### src/core/sac_pkg.sv
// sac_pkg: constants, register map, mode layout and enums of the conversion control
// assumes: included in compile order before sac_core; nothing is imported
package sac_pkg;
	// register byte offsets
	localparam logic [7:0] OFS_CTRL = 8'h00; // write-only: reset, start
	localparam logic [7:0] OFS_MODE = 8'h04; // conv_mode_reg
	localparam logic [7:0] OFS_CHEN = 8'h10; // channel_enable_reg, write-only set
	localparam logic [7:0] OFS_CHDIS = 8'h14; // write-only clear
	localparam logic [7:0] OFS_CHSR = 8'h18; // enabled channels
	localparam logic [7:0] OFS_SR = 8'h1C; // conv_status_reg
	localparam logic [7:0] OFS_LAST = 8'h20; // last_result_reg
	localparam logic [7:0] OFS_IEN = 8'h24; // mask set
	localparam logic [7:0] OFS_IDIS = 8'h28; // mask clear
	localparam logic [7:0] OFS_IMASK = 8'h2C; // mask read
	localparam logic [7:0] OFS_CRES0 = 8'h30; // channel_result_reg 0, then every 4
	localparam logic [7:0] OFS_CRES7 = 8'h4C; // channel_result_reg 7
	// control register bits
	localparam int CTRL_SWRST_BIT = 0;
	localparam int CTRL_START_BIT = 1;
	// status register field positions
	localparam int SR_EOC_LSB = 0; // 8 end-of-conversion flags
	localparam int SR_OVR_LSB = 8; // 8 channel_overrun flags
	localparam int SR_RDY_BIT = 16; // result_ready
	localparam int SR_GOVR_BIT = 17; // global_overrun
	localparam int SR_W = 18;
	// reset values
	localparam logic [31:0] MODE_RST = 32'h0000_0000;
	localparam logic [31:0] MODE_WMASK = 32'h0F1F_3F3F; // writable mode bits
	localparam logic [7:0] CHEN_RST = 8'h00;
	localparam logic [SR_W-1:0] SR_RST = 18'h0_0000;
	localparam logic [SR_W-1:0] IMASK_RST = 18'h0_0000;
	// timing counts
	localparam logic [5:0] CONV_BIT_CYCLES = 6'h0A; // converter clocks after sample-hold
	// trigger source codes
	localparam logic [2:0] TRG_TIMER0 = 3'h0;
	localparam logic [2:0] TRG_TIMER1 = 3'h1;
	localparam logic [2:0] TRG_EXT = 3'h6;
	// conv_mode_reg layout, msb first
	typedef struct packed {
		logic [3:0] rsv3;
		logic [3:0] sample_hold_cycles;
		logic [2:0] rsv2;
		logic [4:0] startup;
		logic [1:0] rsv1;
		logic [5:0] conv_clock_divider;
		logic [1:0] rsv0;
		logic sleep;
		logic low_resolution_sel;
		logic [2:0] trigger_source_sel;
		logic hw_trigger_en;
	} sac_mode_s;
	// controls towards the analog cell
	typedef struct packed {
		logic conv_clk; // converter clock
		logic sleep; // cell powered down
		logic sample; // sample-and-hold phase
		logic convert; // bit conversion phase
		logic [2:0] chan; // multiplexer select
	} sac_cell_s;
	// sequencer states
	typedef enum logic [1:0] {
		ST_IDLE = 2'b00,
		ST_WAKE = 2'b01,
		ST_CONV = 2'b10
	} sac_state_e;
endpackage : sac_pkg

### src/core/sac_core.sv
// sac_core: register file, converter clock, trigger logic and conversion sequencer
// assumes: single clock sys_clk_in, inputs synchronous to it, cell result valid at end
// Overview of operation
// - sample-hold cycles plus ten converter clocks
// - divider zero gives half, 63 gives 1/128
// - eight channels, own result and flags
// - low resolution: upper two data bits zero
// - full resolution after reset
// - transfer width 16 bits, 8 in low res
// - result to channel and last registers
// - completion sets channel end and ready flags
// - ready rising edge issues one transfer request
// - end and ready flags drive masked interrupt
// - channel result read clears its end flag
// - last result read clears ready, last end
// - unread channel rewritten sets channel overrun
// - completion while ready set sets global overrun
// - status read clears all overrun flags
// - start by software, external pin or timers
// - normal keeps clock running, sleep stops it
// - enabled channel routes its pin to converter
// - disabled channel input tied to ground
// - hardware trigger on a rising edge while idle
// - one start converts every enabled channel
// - triggers during a sequence are ignored
// - software start works with hardware triggers on
module sac_core #(
	parameter int NCH = 8, // channel count
	parameter int RES_W = 10 // full resolution
) (
	input wire logic sys_clk_in,
	input wire logic reset_in,
	input wire logic [7:0] addr_in, // register byte address
	input wire logic [31:0] wdata_in,
	input wire logic wr_in, // write strobe
	input wire logic rd_in, // read strobe
	output logic [31:0] rdata_out, // valid the cycle after rd_in
	input wire logic ext_trigger_pin_in,
	input wire logic [1:0] timer_output_a_in,
	input wire logic [RES_W-1:0] cell_result_in, // cell conversion value
	output sac_pkg::sac_cell_s cell_ctrl_out,
	output logic [NCH-1:0] chan_route_out, // 1: pin to converter, 0: input grounded
	output logic xfer_req_out, // one-cycle transfer request
	output logic xfer_size16_out, // request width 16 when high, 8 when low
	output logic [15:0] xfer_data_out, // last result for the transfer
	output logic irq_out
);
	// software reset acts like the hardware one
	logic clr;
	assign clr = reset_in | (wr_in && addr_in == sac_pkg::OFS_CTRL &&
		wdata_in[sac_pkg::CTRL_SWRST_BIT]);

	localparam int SR_W_L = sac_pkg::SR_W; // status and mask width
	sac_pkg::sac_mode_s mode_q; // conv_mode_reg
	logic [NCH-1:0] chen_q; // enabled channels
	logic [NCH-1:0] eoc_q; // end of conversion flags
	logic [NCH-1:0] ovr_q; // channel overrun flags
	logic rdy_q; // result_ready
	logic rdy_prev_q; // for edge of result_ready
	logic govr_q; // global overrun
	logic [SR_W_L-1:0] imask_q; // interrupt mask
	logic [RES_W-1:0] cres_q [NCH]; // channel results
	logic [RES_W-1:0] last_q; // last_result_field
	logic [2:0] last_ch_q; // last converted channel
	logic [31:0] rdata_q;
	logic irq_q;

	sac_pkg::sac_state_e state_q;
	logic [5:0] cnt_q; // converter clocks in the phase
	logic [2:0] ch_q; // channel under conversion
	logic [5:0] div_q; // half-period counter
	logic cclk_q; // converter clock level
	logic run_q; // clock kept running after first conversion
	logic trg_prev_q; // selected trigger, last cycle

	// first enabled channel at or above a start index, NCH if none
	function automatic logic [3:0] first_chan(input logic [NCH-1:0] m, input logic [3:0] from);
		logic [3:0] r;
		r = 4'(NCH);
		for (int i = NCH - 1; i >= 0; i--) begin
			if (m[i] && 4'(i) >= from) begin
				r = 4'(i);
			end
		end
		return r;
	endfunction : first_chan

	// register decode
	logic rd_sr, rd_last, rd_cres;
	logic [2:0] rd_idx;
	assign rd_sr = rd_in && addr_in == sac_pkg::OFS_SR;
	assign rd_last = rd_in && addr_in == sac_pkg::OFS_LAST;
	assign rd_cres = rd_in && addr_in >= sac_pkg::OFS_CRES0 && addr_in <= sac_pkg::OFS_CRES7
		&& addr_in[1:0] == 2'h0;
	assign rd_idx = 3'((addr_in - sac_pkg::OFS_CRES0) >> 2);

	// selected hardware trigger source
	logic trg_sel;
	always_comb begin
		if (mode_q.trigger_source_sel == sac_pkg::TRG_TIMER0) begin
			trg_sel = timer_output_a_in[0];
		end else if (mode_q.trigger_source_sel == sac_pkg::TRG_TIMER1) begin
			trg_sel = timer_output_a_in[1];
		end else if (mode_q.trigger_source_sel == sac_pkg::TRG_EXT) begin
			trg_sel = ext_trigger_pin_in;
		end else begin
			trg_sel = 1'b0; // reserved codes never trigger
		end
	end

	// start request: software or rising hardware edge
	logic sw_start, hw_start, start, first_ok;
	logic [3:0] first_idx;
	assign sw_start = wr_in && addr_in == sac_pkg::OFS_CTRL
		&& wdata_in[sac_pkg::CTRL_START_BIT];
	assign hw_start = mode_q.hw_trigger_en && trg_sel && !trg_prev_q;
	assign first_idx = first_chan(chen_q, 4'h0);
	assign first_ok = first_idx != 4'(NCH);
	assign start = (sw_start || hw_start) && state_q == sac_pkg::ST_IDLE && first_ok;

	// trigger edge history
	always_ff @(posedge sys_clk_in) begin
		if (clr) begin
			trg_prev_q <= 1'b0;
		end else begin
			trg_prev_q <= trg_sel;
		end
	end

	// converter clock divider; a tick ends each full converter period
	logic clk_en, tick;
	assign clk_en = state_q != sac_pkg::ST_IDLE || (run_q && !mode_q.sleep);
	assign tick = clk_en && cclk_q && div_q == mode_q.conv_clock_divider;
	always_ff @(posedge sys_clk_in) begin
		if (clr || !clk_en || start) begin // a start realigns: whole first period
			div_q <= 6'h00;
			cclk_q <= 1'b0;
		end else if (div_q == mode_q.conv_clock_divider) begin
			div_q <= 6'h00; // half period of div+1 master clocks
			cclk_q <= !cclk_q;
		end else begin
			div_q <= div_q + 6'h01;
		end
	end

	// clock stays on after first conversion in normal mode
	always_ff @(posedge sys_clk_in) begin
		if (clr || mode_q.sleep) begin
			run_q <= 1'b0; // sleep: clock only during a sequence
		end else if (state_q == sac_pkg::ST_CONV) begin
			run_q <= 1'b1;
		end
	end

	// sequencer
	logic done;
	logic [3:0] next_idx;
	assign done = state_q == sac_pkg::ST_CONV && tick
		&& cnt_q == 6'(mode_q.sample_hold_cycles) + sac_pkg::CONV_BIT_CYCLES - 6'h01;
	assign next_idx = first_chan(chen_q, 4'(ch_q) + 4'h1);
	always_ff @(posedge sys_clk_in) begin
		if (clr) begin
			state_q <= sac_pkg::ST_IDLE;
			cnt_q <= 6'h00;
			ch_q <= 3'h0;
		end else begin
			case (state_q)
				sac_pkg::ST_IDLE: begin
					cnt_q <= 6'h00;
					if (start) begin
						ch_q <= first_idx[2:0];
						// a stopped clock needs the cell start-up wait
						state_q <= run_q ? sac_pkg::ST_CONV : sac_pkg::ST_WAKE;
					end
				end
				sac_pkg::ST_WAKE: begin
					if (tick) begin
						if (cnt_q >= 6'(mode_q.startup)) begin
							cnt_q <= 6'h00;
							state_q <= sac_pkg::ST_CONV;
						end else begin
							cnt_q <= cnt_q + 6'h01;
						end
					end
				end
				sac_pkg::ST_CONV: begin
					if (done) begin
						cnt_q <= 6'h00;
						if (next_idx == 4'(NCH)) begin
							state_q <= sac_pkg::ST_IDLE;
						end else begin
							ch_q <= next_idx[2:0];
						end
					end else if (tick) begin
						cnt_q <= cnt_q + 6'h01;
					end
				end
				default: begin
					state_q <= sac_pkg::ST_IDLE;
				end
			endcase
		end
	end

	// result storage, shifted down two bits in low resolution
	logic [RES_W-1:0] res_v;
	assign res_v = mode_q.low_resolution_sel
		? {2'b00, cell_result_in[RES_W-1:2]} : cell_result_in;
	always_ff @(posedge sys_clk_in) begin
		if (clr) begin
			last_q <= '0;
			last_ch_q <= 3'h0;
			for (int i = 0; i < NCH; i++) begin
				cres_q[i] <= '0;
			end
		end else if (done) begin
			cres_q[ch_q] <= res_v;
			last_q <= res_v;
			last_ch_q <= ch_q;
		end
	end

	// per-channel flags; a completion wins over a clearing read
	generate
		for (genvar g = 0; g < NCH; g++) begin : g_flag
			logic hit;
			assign hit = done && ch_q == 3'(g);
			always_ff @(posedge sys_clk_in) begin
				if (clr) begin
					eoc_q[g] <= 1'b0;
					ovr_q[g] <= 1'b0;
				end else begin
					if (hit) begin
						eoc_q[g] <= 1'b1;
					end else if ((rd_cres && rd_idx == 3'(g))
						|| (rd_last && last_ch_q == 3'(g))) begin
						eoc_q[g] <= 1'b0;
					end
					if (hit && eoc_q[g]) begin
						ovr_q[g] <= 1'b1;
					end else if (rd_sr) begin
						ovr_q[g] <= 1'b0;
					end
				end
			end
		end
	endgenerate

	// global flags
	always_ff @(posedge sys_clk_in) begin
		if (clr) begin
			rdy_q <= 1'b0;
			govr_q <= 1'b0;
			rdy_prev_q <= 1'b0;
		end else begin
			rdy_prev_q <= rdy_q;
			if (done) begin
				rdy_q <= 1'b1;
			end else if (rd_last) begin
				rdy_q <= 1'b0;
			end
			if (done && rdy_q) begin
				govr_q <= 1'b1;
			end else if (rd_sr) begin
				govr_q <= 1'b0;
			end
		end
	end

	// status vector
	logic [SR_W_L-1:0] sr_v;
	assign sr_v = {govr_q, rdy_q, ovr_q, eoc_q};

	// software-written registers
	always_ff @(posedge sys_clk_in) begin
		if (clr) begin
			mode_q <= sac_pkg::MODE_RST;
			chen_q <= sac_pkg::CHEN_RST;
			imask_q <= sac_pkg::IMASK_RST;
		end else if (wr_in) begin
			if (addr_in == sac_pkg::OFS_MODE) begin
				mode_q <= wdata_in & sac_pkg::MODE_WMASK;
			end else if (addr_in == sac_pkg::OFS_CHEN) begin
				chen_q <= chen_q | wdata_in[NCH-1:0];
			end else if (addr_in == sac_pkg::OFS_CHDIS) begin
				chen_q <= chen_q & ~wdata_in[NCH-1:0]; // caller avoids mid-conversion
			end else if (addr_in == sac_pkg::OFS_IEN) begin
				imask_q <= imask_q | wdata_in[SR_W_L-1:0];
			end else if (addr_in == sac_pkg::OFS_IDIS) begin
				imask_q <= imask_q & ~wdata_in[SR_W_L-1:0];
			end
		end
	end

	// read data, one cycle after the strobe; unmapped reads give zero
	always_ff @(posedge sys_clk_in) begin
		if (clr) begin
			rdata_q <= 32'h0000_0000;
		end else if (rd_in) begin
			if (addr_in == sac_pkg::OFS_MODE) begin
				rdata_q <= mode_q;
			end else if (addr_in == sac_pkg::OFS_CHSR) begin
				rdata_q <= 32'(chen_q);
			end else if (rd_sr) begin
				rdata_q <= 32'(sr_v);
			end else if (rd_last) begin
				rdata_q <= 32'(last_q);
			end else if (addr_in == sac_pkg::OFS_IMASK) begin
				rdata_q <= 32'(imask_q);
			end else if (rd_cres) begin
				rdata_q <= 32'(cres_q[rd_idx]);
			end else begin
				rdata_q <= 32'h0000_0000;
			end
		end else begin
			rdata_q <= 32'h0000_0000;
		end
	end

	// interrupt from masked flags
	always_ff @(posedge sys_clk_in) begin
		if (clr) begin
			irq_q <= 1'b0;
		end else begin
			irq_q <= |(sr_v & imask_q);
		end
	end

	// outputs
	assign rdata_out = rdata_q;
	assign irq_out = irq_q;
	assign chan_route_out = chen_q;
	assign xfer_req_out = rdy_q && !rdy_prev_q;
	assign xfer_size16_out = !mode_q.low_resolution_sel;
	assign xfer_data_out = 16'(last_q);
	assign cell_ctrl_out.conv_clk = cclk_q;
	assign cell_ctrl_out.sleep = !clk_en;
	assign cell_ctrl_out.sample = state_q == sac_pkg::ST_CONV
		&& cnt_q < 6'(mode_q.sample_hold_cycles);
	assign cell_ctrl_out.convert = state_q == sac_pkg::ST_CONV
		&& cnt_q >= 6'(mode_q.sample_hold_cycles);
	assign cell_ctrl_out.chan = ch_q;

	// assertion helpers: master cycles between ticks, master cycles in a conversion
	logic [7:0] gap_q;
	logic gap_ok_q;
	logic [11:0] tcnt_q;
	always_ff @(posedge sys_clk_in) begin
		// realigned or reprogrammed clock gives one irregular period
		if (clr || !clk_en || start || (wr_in && addr_in == sac_pkg::OFS_MODE)) begin
			gap_q <= 8'h00;
			gap_ok_q <= 1'b0;
		end else if (tick) begin
			gap_q <= 8'h01;
			gap_ok_q <= 1'b1;
		end else begin
			gap_q <= gap_q + 8'h01;
		end
		if (clr || state_q != sac_pkg::ST_CONV || done) begin
			tcnt_q <= 12'h000;
		end else begin
			tcnt_q <= tcnt_q + 12'h001; // master cycles, independent of the tick count
		end
	end
endmodule : sac_core

### config.mk
export PLATFORM = sky130hd
export DESIGN_NAME = sac_core
export DESIGN_NICKNAME = d
export VERILOG_FILES = /design/src/core/sac_pkg.sv /design/src/core/sac_core.sv
export SDC_FILE = /design/constraint.sdc
export NUM_CORES = 1
export LEC_CHECK = 0
export ABC_CLOCK_PERIOD_IN_PS = 2440
export BUFFER_PORTS_ARGS = -buffer_cell sky130_fd_sc_hd__buf_2
export CORE_MARGIN = 3
export CORE_UTILIZATION = 45
export CTS_CLUSTER_DIAMETER = 80
export DETAILED_ROUTE_END_ITERATION = 16
export PLACE_DENSITY = 0.67
export SYNTH_ARGS = -nofsm -noshare
export SYNTH_HDL_FRONTEND = slang
export SYNTH_SLANG_ARGS = --single-unit
export TNS_END_PERCENT = 30
### constraint.sdc
create_clock -name sys_clk_in -period 2.44 [get_ports sys_clk_in]
set_input_delay 0.488 -clock sys_clk_in [delete_from_list [all_inputs] [get_ports sys_clk_in]]
set_output_delay 0.488 -clock sys_clk_in [all_outputs]
set_load 0.01 [all_outputs]
== Word-level counts from Yosys, hierarchy flattened ==
Memory sizes are Yosys's and may differ from the RTL's.
Cells that the tools add are included.
Word-level totals
  bits in registers: 132
  bits in writable memories: 80
  output and inout bits: 66
  memories kept: 1
Memory list
  cres_q: depth 8, bits a word 10, read ports 1, clocked after Yosys merged registers in 0, wr ports 8, line sac_core.sv:62  | logic [RES_W-1:0] cres_q [NCH];
Operators by class
  $add $sub $neg: 6
  $lt $le $gt $ge: 13
  equality and inequality tests: 45
  muxes and demuxes: 82
  bitwise operators: 12
  reduce and logical (&&, ||, !) cells: 123
Operator list (number)
  $mux 18: 6
  $mux 4: 16
  $logic_and 1x1->1: 61
  $reduce_bool 2->1: 22
  $eq 3x3->1 const B: 13
  $mux 1: 37
  $and 18x18->18: 2
  $eq 8x5->1 const B: 4
  $eq 8x6->1 const B: 4
  $mux 10: 3
  $mux 28: 1
  $mux 6: 4
  $eq 3x2->1 const B: 6
  $not 18->18: 1
  $or 18x18->18: 1
  $pmux 6 s3: 1
  $reduce_or 18->1: 1
  $ge 3x4->1 const A: 4
  $mux 8: 2
  $logic_or 1x1->1: 13
  $add 6x1->6 const B: 2
  $eq 3x1->1 const B: 4
  $eq 6x6->1: 2
  $logic_not 3->1: 4
  40 further kinds: 67

== Longest topological paths before layout ==
  word-level depth: 15
  mapped depth: 10

== Least setup slack after synthesis ==
Ideal clock, no wire load.
  path kind: register to register
  start point: register ch_q[2]
  end point: register state_q[0]
  setup time: 0.072 ns
  arrival: 2.659 ns
  required time: 2.368 ns
  slack: -0.291 ns
  stages on the path, launching flop included: 9
  path buffers: 0
  clock period less this slack: 2.731 ns
  cells stage by stage: dfxtp_1 -> clkinv_1 -> ha_1 -> or3b_2 -> a21oi_1 -> o2111ai_1 -> a221o_1 -> nor3_1 -> mux2i_1
Between the ends
  longest elaborated chain between the ends: 14
  elaborated cells on any way between the ends: 28
  classes of those cells: 1 x add/sub; 8 x order compare; 2 x eq/ne; 8 x mux; 9 x reduce/logical
RTL lines
  from (decl): line sac_core.sv:70  | logic [2:0] ch_q;
  from (signal assigned): line sac_core.sv:171  | ch_q <= first_idx[2:0];
  from (signal assigned): line sac_core.sv:192  | ch_q <= next_idx[2:0];
  $add 3x1->4 *: line sac_core.sv:160  | assign next_idx = first_chan(chen_q, 4'(ch_q) + 4'h1);
  $ge 3x4->1: line sac_core.sv:81  | if (m[i] && 4'(i) >= from) begin
  $logic_and 1x1->1: line sac_core.sv:81
  $mux 4 (7 in series): line sac_core.sv:81
  $mux 4 *: line sac_core.sv:81
  $eq 4x4->1 *: line sac_core.sv:189  | if (next_idx == 4'(NCH)) begin
  $ne 2x2->1 (no source line) *
  $reduce_and 5->1 (no source line) *
  to (signal assigned): line sac_core.sv:180  | state_q <= sac_pkg::ST_CONV;
  to (signal assigned): line sac_core.sv:190  | state_q <= sac_pkg::ST_IDLE;
  to (signal assigned): line sac_core.sv:199  | state_q <= sac_pkg::ST_IDLE;
  to (decl): line sac_core.sv:68  | sac_pkg::sac_state_e state_q;
Mark *: on every way between the ends. The rest lies on a longest branch, timed or not.
A chain may end at the register's enable or synchronous reset.

==> impl_summary.log <==
[metrics] slew of the pin with the lowest slew margin: roughly 1.3 ns
[metrics] slowest stage delay, CP: ~0.42 ns
[metrics] number of endpoints failing setup at the final stage: 0
[metrics] top post-synthesis cells by area: sky130_fd_sc_hd__dfxtp_1 26%, sky130_fd_sc_hd__edfxtp_1 25%, sky130_fd_sc_hd__nor2_1 5.8%, sky130_fd_sc_hd__nand2_1 5.2%, sky130_fd_sc_hd__mux4_2 4.6%
[metrics] Worst EP required: between 2 and 3 ns
[metrics] x dimension of the die: 153.2 um
[metrics] global-route congestion overflow total: 0
[metrics] number of nets in the layout: between 1000 and 1500
[metrics] RD Place Congestion: 0.9559
[metrics] most common cell after layout, fill and taps aside: sky130_fd_sc_hd__nor2_1
[metrics] Setup Crit Path Kind: reg2reg
[metrics] post-route minimum period: 2.403 ns
[metrics] setup repair after global routing missed its margin: yes
[metrics] final std cells w/o fill: roughly 1500
[metrics] largest fanout on the critical path: 10
[metrics] launch point of the worst hold path: wdata_in[6]
[metrics] final-report max-slew violation count: 0
[metrics] Leakage Power: around 4.8 nW
[metrics] global-route wire length before repair: roughly 45000 um
[metrics] clk sinks: just over 200
[metrics] count of nets left with antenna violations after detail routing: 0
[metrics] number of enable-type register cells in the synthesized netlist: 80
[metrics] critical path's top delay family: simple AND/OR/NAND/NOR gates
[metrics] Synth Register Bits: roughly 200
[metrics] Residual DRC: 0
[metrics] Fin. Hold Viols: 0
[metrics] initial antenna violation count: 0
[metrics] number of diodes: 0
[metrics] Worst IR Drop VDD: roughly 0.42 mV
[metrics] mapped cell area: 9756 um2
[metrics] total via count in the routed design: between 8000 and 9000
[metrics] Final TNS setup: 0 ns
[metrics] wirelength, routed: ~29000 um
[metrics] Mapped Cells: about 1000
[metrics] max_cap viols: 0
[metrics] post-placement cell count: about 1400
[metrics] Via-to-Cell Ratio: between 5 and 6
[metrics] top-area cell type share of the netlist area: 25.65%
[metrics] synthesized area per cell: around 10 um2
[metrics] startpoint of the worst setup timing path: mode_q[24]
[metrics] vias in the first global route: about 8000
[metrics] multi-input gate area in the final layout: approximately 4700 um2
[metrics] CP Buf/Inv Count: 1
[metrics] Yosys warning count: 0
[metrics] average wire per standard cell: about 20 um
[metrics] Power Total: around 7.7 mW
[metrics] share of cells above drive strength 1: between 20% and 30%
[metrics] worst setup slack after placement: -0.1461 ns
[metrics] Num CTS Buffers: 23
[metrics] deepest level of the CTS H-tree: 1
[metrics] element type at the critical path start: flop
[metrics] Std-Cell Rows: 53
[metrics] detailed-placement wirelength estimate: about 22000 um
[metrics] final cycle utilization of the critical path: a little over nine tenths
[metrics] clock tree skew after final layout: between 0.01 and 0.015 ns
[metrics] most common flop cell mapped by yosys: sky130_fd_sc_hd__dfxtp_1
[metrics] number of DRC markers in iteration 0: about 800
[metrics] Area growth syn-to-layout: 25.88%
[metrics] Cell Pwr Density: slightly above 600 nW/um2
[metrics] worst path arrival time: between 2 and 3 ns
[metrics] clock slew seen by the registers of the worst setup and hold paths: 0.06 ns
[metrics] clock latency at the later pin of the worst-skew pair: slightly above 0.5 ns
[metrics] slowest cell on the critical path: sky130_fd_sc_hd__or3_4
[metrics] initial standard-cell utilization of the core: a little under half
[metrics] post-synthesis async set-or-reset flop share: 0%
[metrics] maximum number of pins on one net before global-route repair: 55
[metrics] worst setup slack after layout: between 0.03 and 0.04 ns
[metrics] proportion of synthesized chip area in sequential cells: 50.28%
[metrics] I/O pins: about 120
[metrics] detailed-routing iteration count for the pre-antenna-repair pass: 7
[metrics] CP most frequent cell: sky130_fd_sc_hd__nand4_1
[metrics] die footprint: ~23000 um2
[metrics] slew margin rel.: between 10% and 20%
[metrics] outcome: completed
[metrics] f_max: 416.2 MHz
[metrics] number of buffers on the longest clock path: 3
[metrics] Overall Global Routing Usage: about a quarter
[metrics] Critical Path Sink Type: flop
[metrics] Yosys top cell by area: sky130_fd_sc_hd__dfxtp_1
[metrics] Filler cells: between 1500 and 2000
[metrics] most frequent cells in the layout: 149 x sky130_fd_sc_hd__nor2_1, 128 x sky130_fd_sc_hd__nand2_1, 117 x sky130_fd_sc_hd__dfxtp_1
[metrics] floorplan core area: 21150 um2
[metrics] path type of the worst min-delay path: in2reg
[metrics] area used by sequential logic in the layout: 4925 um2
[metrics] root buf cell: sky130_fd_sc_hd__clkbuf_16
[metrics] crit-path cells: ha_1, xnor2_1, nand4_1, or3_4, nor2_4, nand4_1, nand2_1, buf_12
[metrics] Die Height: roughly 150 um
[metrics] count of buffers inserted at the top-level ports: 102
[metrics] launch instance of the worst register-to-register path: mode_q[24]
[metrics] TritonCTS clock tree: yes
[metrics] distinct cell type count after synthesis: 68
power breakdown:
| group | leakage [nW] | switching [mW] | internal [mW] |
|---|---|---|---|
| clock network | 0.381 | 1.42 | 2.14 |
| registers | 1.84 | 0.0170 | 3.59 |
| logic | 2.56 | 0.281 | 0.204 |
logic make-up after synthesis:
logic type | synth area share, %
AND/OR/NAND/NOR | 17.84
AO/OA/AOI/OAI | 14.27
flip-flops | 50.28
buffers and inverters | 4.296
multiplexers | 8.747
adder cells (fa/ha/maj) | 2.950
XOR/XNOR | 1.578
other | 0.03844
worst register-to-register path: stages, from the launching register on:
cell                      delay, ns
sky130_fd_sc_hd__dfxtp_1       0.34
sky130_fd_sc_hd__ha_1          0.31
sky130_fd_sc_hd__xnor2_1       0.14
sky130_fd_sc_hd__nand4_1       0.15
sky130_fd_sc_hd__or3_4         0.42
sky130_fd_sc_hd__nor2_4        0.15
sky130_fd_sc_hd__nand4_1       0.25
sky130_fd_sc_hd__nand2_1       0.21
sky130_fd_sc_hd__buf_12        0.15
layout make-up:
type | instances | share of cell area, %
multi-input cells | 709 | 38.07
flip-flops and latches | 205 | 40.10
repair buffers | 218 | 11.85
clock buffers | 27 | 5.053
inverters | 25 | 0.7947
clock inverters | 14 | 1.325
well taps | 275 | 2.802
synthesized netlist by cell type (4+ instances only):
master / number
sky130_fd_sc_hd__a211oi_1: 19
sky130_fd_sc_hd__a21o_1: 4
sky130_fd_sc_hd__a21oi_1: 65
sky130_fd_sc_hd__a221oi_1: 10
sky130_fd_sc_hd__a22o_1: 5
sky130_fd_sc_hd__a22oi_1: 17
sky130_fd_sc_hd__a31oi_1: 8
sky130_fd_sc_hd__and2_1: 9
sky130_fd_sc_hd__and3_1: 6
sky130_fd_sc_hd__buf_1: 10
sky130_fd_sc_hd__buf_2: 5
sky130_fd_sc_hd__buf_4: 14
sky130_fd_sc_hd__clkbuf_1: 42
sky130_fd_sc_hd__dfxtp_1: 125
sky130_fd_sc_hd__edfxtp_1: 80
sky130_fd_sc_hd__ha_1: 23
sky130_fd_sc_hd__inv_1: 23
sky130_fd_sc_hd__mux2_2: 10
sky130_fd_sc_hd__mux2i_1: 29
sky130_fd_sc_hd__mux4_2: 20
sky130_fd_sc_hd__nand2_1: 134
sky130_fd_sc_hd__nand2b_1: 6
sky130_fd_sc_hd__nand3_1: 22
sky130_fd_sc_hd__nand4_1: 13
sky130_fd_sc_hd__nor2_1: 150
sky130_fd_sc_hd__nor2b_1: 8
sky130_fd_sc_hd__nor3_1: 4
sky130_fd_sc_hd__nor4_1: 12
sky130_fd_sc_hd__o2111ai_1: 11
sky130_fd_sc_hd__o211ai_1: 4
sky130_fd_sc_hd__o21a_1: 5
sky130_fd_sc_hd__o21ai_0: 32
sky130_fd_sc_hd__o32ai_1: 4
sky130_fd_sc_hd__or2_2: 4
sky130_fd_sc_hd__or3_1: 4
sky130_fd_sc_hd__xnor2_1: 9
sky130_fd_sc_hd__xor2_1: 6
metal layers:
layer	part of all wire, %	GRT usage, %	wire length, um
met4	2.9	6.661	853
met3	8.1	3.454	2388
met1	41	33.28	11990
met5	0	0	0
met2	48	40.56	14220
repair_timing:
item / CTS / global route
pin swaps: 2 / 7
gates resized for setup: 12 / 31
buffers inserted: 0 / 4
hold buffers: 0 / 0
endpoints found under the setup margin: 24 / 75
stage by stage:
stage | util, % | instance area, um2 | hold WS, ns
finish | 58.05 | 12280 | 0.2119
floorplan | - | 9854 | 0.4356
global route | 58.05 | 12280 | 0.2156
detailed placement | 53.40 | 11300 | 0.4553
CTS | 57.34 | 12130 | 0.1991
global placement | 53.40 | 11300 | 0.4413
final timing paths:
kind / endpoint / slack (ns) / cells after the start
worst min register to register: mode_q[19] / 0.46 / 2
worst min-delay path: flop / 0.21 / 2
worst max-delay path: cres_q[5][6] / 0.04 / 8
worst max register to register: cres_q[5][6] / 0.04 / 8
No activity file was read; power rests on OpenSTA's default activity.
